<file path="src/exc_seq_pkg.sv">
// shared constants and types for the cpu exception sequencer
// Overview of operation
// - reset, interrupt, direct transition, trap in order
// - reset starts on pin rise or watchdog
// - interrupts taken only at instruction/sequence boundaries
// - no interrupt check after ccr ops or reset
// - sleep direct transition uses vector 6 or 12
// - trap instruction uses vectors 8 through 11
// - distinct vectors, four-byte slots at 4n
// - fixed reset, nmi, reserved and internal vectors
// - pin low halts all processing
// - release initialises cpu, peripherals, sets mask
// - reset loads pc from vector slot zero
// - no interrupt before first instruction after reset
// - peripherals except transfer controller start stopped
// - interrupt source vector numbers per pin group
// - nonmaskable interrupt outranks all other interrupts
// - interrupt entry pushes pc and ccr
// - vector fetched, pc loaded, fetch resumes
`default_nettype none
package exc_seq_pkg;
  localparam int unsigned ADDR_W = 24; // advanced-mode address width
  localparam int unsigned VEC_W = 7; // vector numbers 0..119
  typedef logic [ADDR_W-1:0] addr_t;
  typedef logic [VEC_W-1:0] vec_t;
  // fixed vector numbers
  localparam vec_t VEC_RESET = 7'h00;
  localparam vec_t VEC_DIRECT = 7'h06;
  localparam vec_t VEC_NMI = 7'h07;
  localparam vec_t VEC_TRAP_BASE = 7'h08;
  localparam vec_t VEC_DIRECT_CLK = 7'h0C;
  localparam vec_t VEC_MAX = 7'h77;
  // reserved holes in the table
  localparam vec_t VEC_RSV_A_LO = 7'h01;
  localparam vec_t VEC_RSV_A_HI = 7'h05;
  localparam vec_t VEC_RSV_B_LO = 7'h0D;
  localparam vec_t VEC_RSV_B_HI = 7'h0F;
  localparam vec_t VEC_RSV_C = 7'h20;
  localparam vec_t VEC_IRQ_FIRST = 7'h10; // lowest vector an interrupt may use
  // slot layout and stack frame
  localparam int unsigned VEC_SLOT_SHIFT = 2; // four bytes per slot
  localparam addr_t RESET_VEC_ADDR = 24'h000000;
  localparam addr_t STACK_FRAME_BYTES = 24'h000004; // ccr:pc longword
  localparam int unsigned CCR_I_BIT = 7; // interrupt mask bit of ccr
  // reset pin hold times kept by the reset source
  localparam int unsigned RESET_HOLD_STATES = 20;
  localparam int unsigned POWERON_HOLD_MS = 20;
  // exception causes handed to the vector encoder
  typedef enum logic [2:0] {
    KIND_RESET = 3'h0,
    KIND_NMI = 3'h1,
    KIND_IRQ = 3'h2,
    KIND_DIRECT = 3'h3,
    KIND_DIRECT_CLK = 3'h4,
    KIND_TRAP = 3'h5
  } exc_kind_t;
  // sequencer states, one-hot
  typedef enum logic [5:0] {
    ST_HALT = 6'h01,
    ST_INIT = 6'h02,
    ST_PUSH = 6'h04,
    ST_VREAD = 6'h08,
    ST_RUN = 6'h10,
    ST_SPARE = 6'h20
  } seq_state_t;
endpackage : exc_seq_pkg
`default_nettype wire

</file>
<file path="src/exc_vec_if.sv">
// cause-to-vector link between the sequencer and its encoder
`timescale 1ns/1ps
`default_nettype none
interface exc_vec_if;
  exc_seq_pkg::exc_kind_t kind; // cause being served
  logic [1:0] trap_num; // trap source 0..3
  exc_seq_pkg::vec_t irq_vec; // vector offered by the interrupt controller
  exc_seq_pkg::vec_t vec; // vector for kind
  logic vec_ok; // vec is a legal, unreserved number
  logic irq_ok; // irq_vec is a legal interrupt vector
  modport requester (output kind, output trap_num, output irq_vec, input vec, input vec_ok, input irq_ok);
  modport encoder (input kind, input trap_num, input irq_vec, output vec, output vec_ok, output irq_ok);
endinterface : exc_vec_if
`default_nettype wire

</file>
<file path="src/exc_vec_encoder.sv">
// maps an exception cause to its vector number and checks it
`timescale 1ns/1ps
`default_nettype none
module exc_vec_encoder (
  exc_vec_if.encoder vb
);
  // true for the reserved holes
  function automatic logic is_reserved(input exc_seq_pkg::vec_t v);
    is_reserved = ((v >= exc_seq_pkg::VEC_RSV_A_LO) && (v <= exc_seq_pkg::VEC_RSV_A_HI))
                  || ((v >= exc_seq_pkg::VEC_RSV_B_LO) && (v <= exc_seq_pkg::VEC_RSV_B_HI))
                  || (v == exc_seq_pkg::VEC_RSV_C);
  endfunction : is_reserved

  // fixed table lookup, interrupts pass through the controller's number
  always_comb begin
    unique case (vb.kind)
      exc_seq_pkg::KIND_RESET: vb.vec = exc_seq_pkg::VEC_RESET;
      exc_seq_pkg::KIND_NMI: vb.vec = exc_seq_pkg::VEC_NMI;
      exc_seq_pkg::KIND_DIRECT: vb.vec = exc_seq_pkg::VEC_DIRECT;
      exc_seq_pkg::KIND_DIRECT_CLK: vb.vec = exc_seq_pkg::VEC_DIRECT_CLK;
      exc_seq_pkg::KIND_TRAP: vb.vec = exc_seq_pkg::VEC_TRAP_BASE + exc_seq_pkg::vec_t'(vb.trap_num);
      exc_seq_pkg::KIND_IRQ: vb.vec = vb.irq_vec;
      default: vb.vec = exc_seq_pkg::VEC_RESET; // 3-bit code has unused values
    endcase
    vb.vec_ok = !is_reserved(vb.vec) && (vb.vec <= exc_seq_pkg::VEC_MAX);
    // an interrupt may not borrow a reset, trap or transition slot
    vb.irq_ok = !is_reserved(vb.irq_vec) && (vb.irq_vec >= exc_seq_pkg::VEC_IRQ_FIRST)
                && (vb.irq_vec <= exc_seq_pkg::VEC_MAX);
  end
endmodule : exc_vec_encoder
`default_nettype wire

</file>
<file path="src/exc_reset_detect.sv">
// reset pin and watchdog overflow detection
`timescale 1ns/1ps
`default_nettype none
module exc_reset_detect (
  input wire logic clk_sys_i,
  input wire logic rst_i,
  input wire logic reset_in_n_i,
  input wire logic wdt_overflow_i,
  output logic in_reset_o,
  output logic start_o
);
  typedef struct packed {
    logic pin_prev; // pin level one cycle ago
  } det_regs_t;
  det_regs_t r;
  det_regs_t r_nxt;

  // pin level tracking; a low prev after rst_i makes a high pin count as a rise
  always_comb begin
    r_nxt = r;
    r_nxt.pin_prev = reset_in_n_i;
  end

  // register the copy
  always_ff @(posedge clk_sys_i) begin
    if (rst_i) begin
      r <= '0;
    end else begin
      r <= r_nxt;
    end
  end

  assign in_reset_o = !reset_in_n_i;
  // rising pin edge or watchdog overflow while the pin is released
  assign start_o = reset_in_n_i && (!r.pin_prev || wdt_overflow_i);
endmodule : exc_reset_detect
`default_nettype wire

</file>
<file path="src/cpu_exception_sequencer.sv">
// exception sequencer: reset, interrupt, direct transition and trap entry
`timescale 1ns/1ps
`default_nettype none
module cpu_exception_sequencer #(
  parameter int unsigned NUM_MODULES = 16, // peripherals under module stop
  parameter int unsigned DTC_INDEX = 0 // transfer controller's stop bit
) (
  input wire logic clk_sys_i,
  input wire logic rst_i,
  // reset pin and watchdog
  input wire logic reset_in_n_i,
  input wire logic wdt_overflow_i,
  // cpu pipeline boundary
  input wire logic instr_done_i,
  input wire logic ccr_op_done_i,
  input wire logic sleep_direct_i,
  input wire logic sleep_clk_switch_i,
  input wire logic trap_instr_i,
  input wire logic [1:0] trap_num_i,
  input wire logic [23:0] pc_i,
  input wire logic [7:0] cond_code_reg_i,
  input wire logic [23:0] sp_i,
  // interrupt controller
  input wire logic nmi_req_i,
  input wire logic irq_req_i,
  input wire logic [6:0] irq_vec_i,
  // memory port for stack push and vector read
  input wire logic mem_ack_i,
  input wire logic [31:0] mem_rdata_i,
  // software update of module stop
  input wire logic module_stop_wr_i,
  input wire logic [NUM_MODULES-1:0] module_stop_wdata_i,
  // outputs, all registered
  output logic cpu_halt_o,
  output logic periph_init_o,
  output logic ccr_mask_set_o,
  output logic pc_load_o,
  output logic [23:0] pc_value_o,
  output logic sp_dec_o,
  output logic mem_req_o,
  output logic mem_we_o,
  output logic [23:0] mem_addr_o,
  output logic [31:0] mem_wdata_o,
  output logic int_ack_o,
  output logic [6:0] int_vec_o,
  output logic exc_busy_o,
  output logic [NUM_MODULES-1:0] module_stop_ctrl_o
);
  // module stop value after reset: all stopped but the transfer controller
  localparam logic [NUM_MODULES-1:0] MSTOP_RST = ~(NUM_MODULES'(1) << DTC_INDEX);

  // all sequencer state in one word
  typedef struct packed {
    exc_seq_pkg::seq_state_t state; // sequencer state
    exc_seq_pkg::exc_kind_t kind; // cause being served
    logic [1:0] trap_num; // trap source of a pending trap
    exc_seq_pkg::vec_t irq_vec; // vector of the accepted interrupt
    logic is_reset; // current sequence is the reset one
    logic inhibit; // skip interrupt detection at next boundary
    logic trap_pend; // trap waiting behind an interrupt or a direct transition
    logic dir_pend; // direct transition waiting behind an interrupt
    logic dir_clk; // pending transition is the clock switchover
    logic halt; // cpu held
    logic periph_init; // one-cycle peripheral initialise
    logic ccr_mask_set; // one-cycle set of the ccr mask bit
    logic pc_load; // one-cycle pc load strobe
    exc_seq_pkg::addr_t pc_value; // value for pc load
    logic sp_dec; // one-cycle stack pointer decrement
    logic mem_req; // memory request held until ack
    logic mem_we; // request is the stack push
    exc_seq_pkg::addr_t mem_addr; // request address
    logic [31:0] mem_wdata; // stacked ccr:pc
    logic int_ack; // one-cycle interrupt acknowledge
    exc_seq_pkg::vec_t int_vec; // vector of the acknowledged interrupt
    logic busy; // exception sequence running
    logic [NUM_MODULES-1:0] mstop; // module stop bits
  } seq_regs_t;

  seq_regs_t r;
  seq_regs_t r_nxt;

  logic in_reset; // pin held low
  logic rst_start; // begin the reset sequence

  exc_vec_if vb ();

  // pin edge and watchdog overflow
  exc_reset_detect u_reset_detect (
    .clk_sys_i(clk_sys_i),
    .rst_i(rst_i),
    .reset_in_n_i(reset_in_n_i),
    .wdt_overflow_i(wdt_overflow_i),
    .in_reset_o(in_reset),
    .start_o(rst_start)
  );

  // cause to vector lookup
  exc_vec_encoder u_vec_encoder (
    .vb(vb.encoder)
  );

  // the encoder sees the registered cause, so a vector is ready one cycle after a decision
  assign vb.kind = r.kind;
  assign vb.trap_num = r.trap_num;
  assign vb.irq_vec = irq_vec_i; // checked live while the request is offered

  // byte address of a vector slot, 4n
  function automatic exc_seq_pkg::addr_t slot_addr(input exc_seq_pkg::vec_t v);
    slot_addr = exc_seq_pkg::addr_t'(v) << exc_seq_pkg::VEC_SLOT_SHIFT;
  endfunction : slot_addr

  // next-state logic
  always_comb begin
    logic trap_now; // trap pending, counting one arriving now
    logic dir_now; // transition pending, counting one arriving now
    logic dir_clk_now; // pending transition kind
    logic [1:0] trap_num_now; // pending trap number
    logic int_avail; // an acceptable interrupt is offered
    logic run_edge; // instruction boundary in program execution
    logic seq_end; // end of a non-reset exception sequence
    logic may_int; // interrupt detection allowed at this boundary
    trap_now = 1'b0;
    dir_now = 1'b0;
    dir_clk_now = 1'b0;
    trap_num_now = 2'h0;
    int_avail = 1'b0;
    run_edge = 1'b0;
    seq_end = 1'b0;
    may_int = 1'b0;
    r_nxt = r;
    // strobes last one cycle
    r_nxt.periph_init = 1'b0;
    r_nxt.ccr_mask_set = 1'b0;
    r_nxt.pc_load = 1'b0;
    r_nxt.sp_dec = 1'b0;
    r_nxt.int_ack = 1'b0;

    // software rewrites module stop outside reset
    if (module_stop_wr_i) begin
      r_nxt.mstop = module_stop_wdata_i;
    end

    // collect a trap or transition completing now behind any queued one
    run_edge = (r.state == exc_seq_pkg::ST_RUN) && instr_done_i;
    trap_now = r.trap_pend || (run_edge && trap_instr_i);
    trap_num_now = r.trap_pend ? r.trap_num : trap_num_i;
    dir_now = r.dir_pend || (run_edge && sleep_direct_i);
    dir_clk_now = r.dir_pend ? r.dir_clk : sleep_clk_switch_i;
    seq_end = (r.state == exc_seq_pkg::ST_VREAD) && mem_ack_i && !r.is_reset;
    // the boundary after a ccr op or after reset is skipped
    may_int = (run_edge && !r.inhibit && !ccr_op_done_i) || seq_end;
    // illegal vectors from the controller are never taken
    int_avail = nmi_req_i || (irq_req_i && vb.irq_ok);
    if (run_edge) begin
      // this boundary consumes the one-shot skip; a ccr op is skipped at its own boundary
      r_nxt.inhibit = 1'b0;
    end

    unique case (r.state)
      // pin low: nothing runs
      exc_seq_pkg::ST_HALT: begin
        r_nxt.halt = 1'b1;
        r_nxt.busy = 1'b1;
      end
      // initialise and read slot zero
      exc_seq_pkg::ST_INIT: begin
        r_nxt.periph_init = 1'b1;
        r_nxt.ccr_mask_set = 1'b1;
        r_nxt.mstop = MSTOP_RST;
        r_nxt.halt = 1'b1;
        r_nxt.mem_req = 1'b1;
        r_nxt.mem_we = 1'b0;
        r_nxt.mem_addr = exc_seq_pkg::RESET_VEC_ADDR;
        r_nxt.state = exc_seq_pkg::ST_VREAD;
      end
      // push ccr:pc, then read the vector slot
      exc_seq_pkg::ST_PUSH: begin
        if (mem_ack_i) begin
          r_nxt.sp_dec = 1'b1;
          r_nxt.mem_we = 1'b0;
          // encoder output is valid here: kind was registered at the decision
          r_nxt.mem_addr = slot_addr(vb.vec_ok ? vb.vec : exc_seq_pkg::VEC_RESET);
          r_nxt.state = exc_seq_pkg::ST_VREAD;
        end
      end
      // vector read; its end is a boundary for non-reset sequences
      exc_seq_pkg::ST_VREAD: begin
        if (mem_ack_i) begin
          r_nxt.mem_req = 1'b0;
          r_nxt.pc_value = mem_rdata_i[exc_seq_pkg::ADDR_W-1:0];
          r_nxt.pc_load = 1'b1;
          r_nxt.halt = 1'b0;
          r_nxt.busy = 1'b0;
          r_nxt.state = exc_seq_pkg::ST_RUN;
          if (r.is_reset) begin
            // no interrupt until the first instruction has completed
            r_nxt.inhibit = 1'b1;
            r_nxt.is_reset = 1'b0;
          end
        end
      end
      // program execution; boundaries come from the pipeline
      exc_seq_pkg::ST_RUN: begin
        r_nxt.halt = 1'b0;
      end
      default: begin
        // an illegal code falls back to a halted cpu awaiting reset
        r_nxt.state = exc_seq_pkg::ST_HALT;
        r_nxt.halt = 1'b1;
        r_nxt.busy = 1'b1;
        r_nxt.mem_req = 1'b0;
      end
    endcase

    // choose the next exception at a boundary, interrupts before transitions before traps
    if (run_edge || seq_end) begin
      r_nxt.trap_pend = trap_now;
      r_nxt.trap_num = trap_num_now;
      r_nxt.dir_pend = dir_now;
      r_nxt.dir_clk = dir_clk_now;
      if ((may_int && int_avail) || dir_now || trap_now) begin
        r_nxt.state = exc_seq_pkg::ST_PUSH;
        r_nxt.busy = 1'b1;
        r_nxt.mem_req = 1'b1;
        r_nxt.mem_we = 1'b1;
        r_nxt.mem_addr = sp_i - exc_seq_pkg::STACK_FRAME_BYTES;
        r_nxt.mem_wdata = {cond_code_reg_i, pc_i};
        // a chained entry keeps the pc load of the sequence just ended
        // at a sequence end the pc just loaded is the one to stack
        if (seq_end) begin
          r_nxt.mem_addr = sp_i - exc_seq_pkg::STACK_FRAME_BYTES;
          r_nxt.mem_wdata = {cond_code_reg_i, mem_rdata_i[exc_seq_pkg::ADDR_W-1:0]};
        end
        if (may_int && nmi_req_i) begin
          r_nxt.kind = exc_seq_pkg::KIND_NMI;
          r_nxt.int_ack = 1'b1;
          r_nxt.int_vec = exc_seq_pkg::VEC_NMI;
        end else if (may_int && int_avail) begin
          r_nxt.kind = exc_seq_pkg::KIND_IRQ;
          r_nxt.irq_vec = irq_vec_i;
          r_nxt.int_ack = 1'b1;
          r_nxt.int_vec = irq_vec_i;
        end else if (dir_now) begin
          r_nxt.kind = dir_clk_now ? exc_seq_pkg::KIND_DIRECT_CLK : exc_seq_pkg::KIND_DIRECT;
          r_nxt.dir_pend = 1'b0;
        end else begin
          r_nxt.kind = exc_seq_pkg::KIND_TRAP;
          r_nxt.trap_pend = 1'b0;
        end
      end
    end

    // reset outranks everything: watchdog or pin rise restarts the sequence
    if (rst_start && (r.state != exc_seq_pkg::ST_INIT)) begin
      r_nxt.state = exc_seq_pkg::ST_INIT;
      r_nxt.kind = exc_seq_pkg::KIND_RESET;
      r_nxt.is_reset = 1'b1;
      r_nxt.halt = 1'b1;
      r_nxt.busy = 1'b1;
      r_nxt.mem_req = 1'b0;
      r_nxt.mem_we = 1'b0;
      r_nxt.pc_load = 1'b0;
      r_nxt.sp_dec = 1'b0;
      r_nxt.int_ack = 1'b0;
      r_nxt.trap_pend = 1'b0;
      r_nxt.dir_pend = 1'b0;
      r_nxt.inhibit = 1'b1;
    end

    // pin low wins over all: halt, drop any bus cycle
    if (in_reset) begin
      r_nxt.state = exc_seq_pkg::ST_HALT;
      r_nxt.halt = 1'b1;
      r_nxt.busy = 1'b1;
      r_nxt.mem_req = 1'b0;
      r_nxt.mem_we = 1'b0;
      r_nxt.pc_load = 1'b0;
      r_nxt.sp_dec = 1'b0;
      r_nxt.int_ack = 1'b0;
      r_nxt.periph_init = 1'b0;
      r_nxt.ccr_mask_set = 1'b0;
      r_nxt.trap_pend = 1'b0;
      r_nxt.dir_pend = 1'b0;
      r_nxt.inhibit = 1'b1;
      r_nxt.mstop = MSTOP_RST;
    end
  end

  // register the copy; rst_i behaves like a held pin
  always_ff @(posedge clk_sys_i) begin
    if (rst_i) begin
      r <= '0;
      r.state <= exc_seq_pkg::ST_HALT;
      r.kind <= exc_seq_pkg::KIND_RESET;
      r.halt <= 1'b1;
      r.busy <= 1'b1;
      r.inhibit <= 1'b1;
      r.mstop <= MSTOP_RST;
    end else begin
      r <= r_nxt;
    end
  end

  // outputs straight from the state word
  assign cpu_halt_o = r.halt;
  assign periph_init_o = r.periph_init;
  assign ccr_mask_set_o = r.ccr_mask_set;
  assign pc_load_o = r.pc_load;
  assign pc_value_o = r.pc_value;
  assign sp_dec_o = r.sp_dec;
  assign mem_req_o = r.mem_req;
  assign mem_we_o = r.mem_we;
  assign mem_addr_o = r.mem_addr;
  assign mem_wdata_o = r.mem_wdata;
  assign int_ack_o = r.int_ack;
  assign int_vec_o = r.int_vec;
  assign exc_busy_o = r.busy;
  assign module_stop_ctrl_o = r.mstop; // peripherals ignore access while their bit is set
endmodule : cpu_exception_sequencer
`default_nettype wire

</file>
<file path="config.mk">
export PLATFORM = sky130hd
export DESIGN_NAME = cpu_exception_sequencer
export DESIGN_NICKNAME = d
export VERILOG_FILES = /design/src/exc_seq_pkg.sv /design/src/exc_vec_if.sv /design/src/exc_vec_encoder.sv /design/src/exc_reset_detect.sv /design/src/cpu_exception_sequencer.sv
export SDC_FILE = /design/constraint.sdc
export NUM_CORES = 1
export LEC_CHECK = 0
export ABC_AREA = 1
export BUFFER_PORTS_ARGS = -buffer_cell sky130_fd_sc_hd__buf_4
export CAP_MARGIN = 10
export CORE_UTILIZATION = 30
export CTS_CLUSTER_DIAMETER = 50
export DETAILED_ROUTE_END_ITERATION = 7
export PLACE_DENSITY_LB_ADDON = 0.2
export SYNTH_ARGS = -nofsm -noshare
export SYNTH_HDL_FRONTEND = slang
export SYNTH_SLANG_ARGS = --single-unit
</file>
<file path="constraint.sdc">
create_clock -name clk_sys_i -period 4.3 [get_ports clk_sys_i]
set_input_delay 0.43 -clock clk_sys_i [delete_from_list [all_inputs] [get_ports clk_sys_i]]
set_output_delay 0.43 -clock clk_sys_i [all_outputs]
set_load 0.02 [all_outputs]
</file>
==> results by group <==
Synthesis
  • Top cells by count, synth: nand2_1 (186), nor2_1 (146), dfxtp_1 (128)
  • Top-count cell post-synth: nand2_1
  • Ys async rst share: 0%
  • Syn avg cell area: 7.00 um2
  • Ys Warns: 0
  • Number of flops mapped to enable cells by yosys: 0
  • Count of cell types in the netlist: 40
  • Syn nets: 1063
  • Register area share after synthesis: approximately 39%
  • Share of the synthesized area in the top cell type: 39.1%
  • Synth Instances: approximately 940
  • Synthesized area: 6560 um2
  • Post-synth top area cell: dfxtp_1
  • Synth top area cells: dfxtp_1 (39%), buf_4 (12%), nand2_1 (11%), nor2_1 (8.4%), o21ai_0 (6.6%)
  • Ys flop type: dfxtp_1
  • FF+latch count, synth: 128

GRT
  • Antenna violations before repair: 0
  • Largest net degree at the start of global routing: 64
  • Global-route wire length before repair: 28100 um
  • Gr ovfl total: 0
  • Total track usage: 16.2%
  • Vias in the first global route: 5419

Final layout
  • Post-route core utilization: about two fifths
  • Diodes inserted: 0
  • Share of cells above drive strength 1: 25.9%
  • P&R area growth vs syn: 25.5%
  • Nets: ~1200

Clock tree
  • Max Root-Sink Buffers: 2
  • Postcts setup bufs: 0
  • # H-tree levels: 4
  • TritonCTS clock tree: built
  • Clk sink count: 128
  • Post-CTS Resized: 0
  • Worst skew pair latency: roughly 0.41 ns
  • Number of buffers created by CTS: 17
  • Clock root buffer: clkbuf_16
  • CTS clk-pin slew, worst paths: 0.06 ns
  • Hold buffers post-CTS: 0

Routing
  • DR vias: 5933
  • Final WL: 18100 um
  • Drt wl/cell: 13.5 um
  • # DRC: 0
  • Pre-Repair DR Iteration Count: 4
  • Antenna Nets Post-Route: 0
  • DR vias/cell: 4.45
  • Initial DRC Count: 216

Setup path
  • CP Max Fanout: 35
  • CP Launch Type: flip-flop
  • Arr. time, crit path: 3.17 ns
  • CP Class: reg -> reg
  • Critical Path RT: 4.60 ns
  • CP endpoint kind: flip-flop

Power
  • Max IR drop VDD: 0.000211 V
  • Total power: 2.79 mW
  • PwrDens: 339 nW/um2
  • LEAKAGE: 3.89 nW

Placed design
  • Gp weighted congestion: 0.810
  • I/O Buffers: 229
  • Post-DP HPWL: 13000 um
  • Pre-CTS WS: around 1.3 ns

STA
  • RSZ-0062 raised after global routing: no
  • Slew margin rel.: 35.9%
  • Fin. Hold Viols: 0
  • Pins Over Slew Limit: 0
  • Max Freq: around 0.35 GHz
  • Setup TNS: 0 ns
  • Period Utilization, post-route: around 67%
  • Worst slew pin tran: 0.962 ns
  • # setup viols final: 0
  • Clock skew: between 0.01 and 0.015 ns
  • Final Critical Period: 2.88 ns
  • Final worst slack: 1.42 ns

Die
  • Die Wd: 150 um
  • Die area: 22400 um2
  • Core Area: 21200 um2
  • Std-Cell Rows: 53
  • Die H: 150 um
  • IO Pins: 238
  • Initial core utilization: a little under a third

Run
  • Maxcap violations: 0

Status
  • Status: finished, final reports clean

Hold path
  • Hold Crit Class: in -> reg
-- power by group --
part / internal (mW) / switching, mW
Sequential: 1.20 / 0.00450
Combinational: 0.107 / 0.102
Clock: 0.848 / 0.535
-- layer usage --
metal | track usage (%) | part of all wire, % | vias to the layer above
li1 | - | - | 3122
met1 | 20.4 | 45 | 2651
met2 | 26.8 | 47 | 149
met3 | 4.24 | 6.3 | 11
met4 | 4.95 | 0.93 | 0
met5 | 0 | 0 | -
-- through the flow --
stage               hold slack [ns]  std cells  area, um2
floorplan                     0.424        936       6560
global placement              0.446       1302       7670
detailed placement            0.441       1302       7670
CTS                           0.208       1334       8230
global route                  0.208       1334       8230
finish                        0.228       1334       8230
-- cells in the final DEF (no fill, tap or decap), drive strengths merged --
cell      count
bufinv        2
a22oi         3
xor2          8
o31ai         1
clkinvlp      3
ha            1
xnor2         8
or2           1
o21bai        1
clkinv        7
o21ai        90
nand4        20
nor2        148
dfxtp       128
o311ai        1
a21boi        9
inv          70
nand3b        3
mux2i         1
a31oi         4
nor4          1
nor3b         1
a211oi        1
clkbuf       21
nand2       188
o211ai        1
buf         234
nand3        45
conb          1
nor3          7
a21oi        50
-- path summary, 6_finish.rpt --
check,slack [ns],startpoint,cells past startpoint,endpoint
worst max-delay path,1.42,r[132],13,vb.kind[2]
worst min register to register,0.46,module_stop_ctrl_o[0],2,module_stop_ctrl_o[0]
worst min-delay path,0.23,module_stop_wdata_i[15],3,module_stop_ctrl_o[15]
worst max register to register,1.42,r[132],13,vb.kind[2]
-- logic make-up after synthesis --
family | synth area share, %
DFF | 39.1
muxes | 0.153
AOI/OAI and AO/OA | 13.1
adders and majority gates | 0.191
and+or+nand+nor | 26.2
other | 0.0572
buffers and inverters | 19.1
xor gates and xnor gates | 2.14
-- critical path, cell delays in order (launching register included) --
cell	delay, ns
dfxtp_1	0.32
nor2_2	0.15
nand2_1	0.10
nor2_4	0.19
nand3_1	0.10
nand2_1	0.14
nand2_2	0.18
nand3_2	0.40
nand2_2	0.09
buf_4	0.26
inv_2	0.57
nand2_1	0.10
nand2_1	0.09
nor2_1	0.04
-- area by class of cell --
| cell class | count | area (um2) |
|---|---|---|
| well taps | 275 | 344 |
| clock inverters | 11 | 116 |
| repair buffers | 234 | 1760 |
| multi-input cells | 594 | 2740 |
| flip-flops and latches | 128 | 2560 |
| clock buffers | 21 | 440 |
| inverters | 71 | 267 |
| fillers | 2308 | 13000 |
-- sequential cells by signal (all words and copies together), names as in the netlist --
signal,count
mem_req_o,1
int_vec_o,7
mem_addr_o,24
mem_wdata_o,32
module_stop_ctrl_o,16
r,11
periph_init_o,1
vb.kind,3
mem_we_o,1
vb.trap_num,2
cpu_halt_o,1
pc_load_o,1
int_ack_o,1
u_reset_detect.r,1
sp_dec_o,1
pc_value_o,24
exc_busy_o,1
No activity file was read; power rests on OpenSTA's default activity.
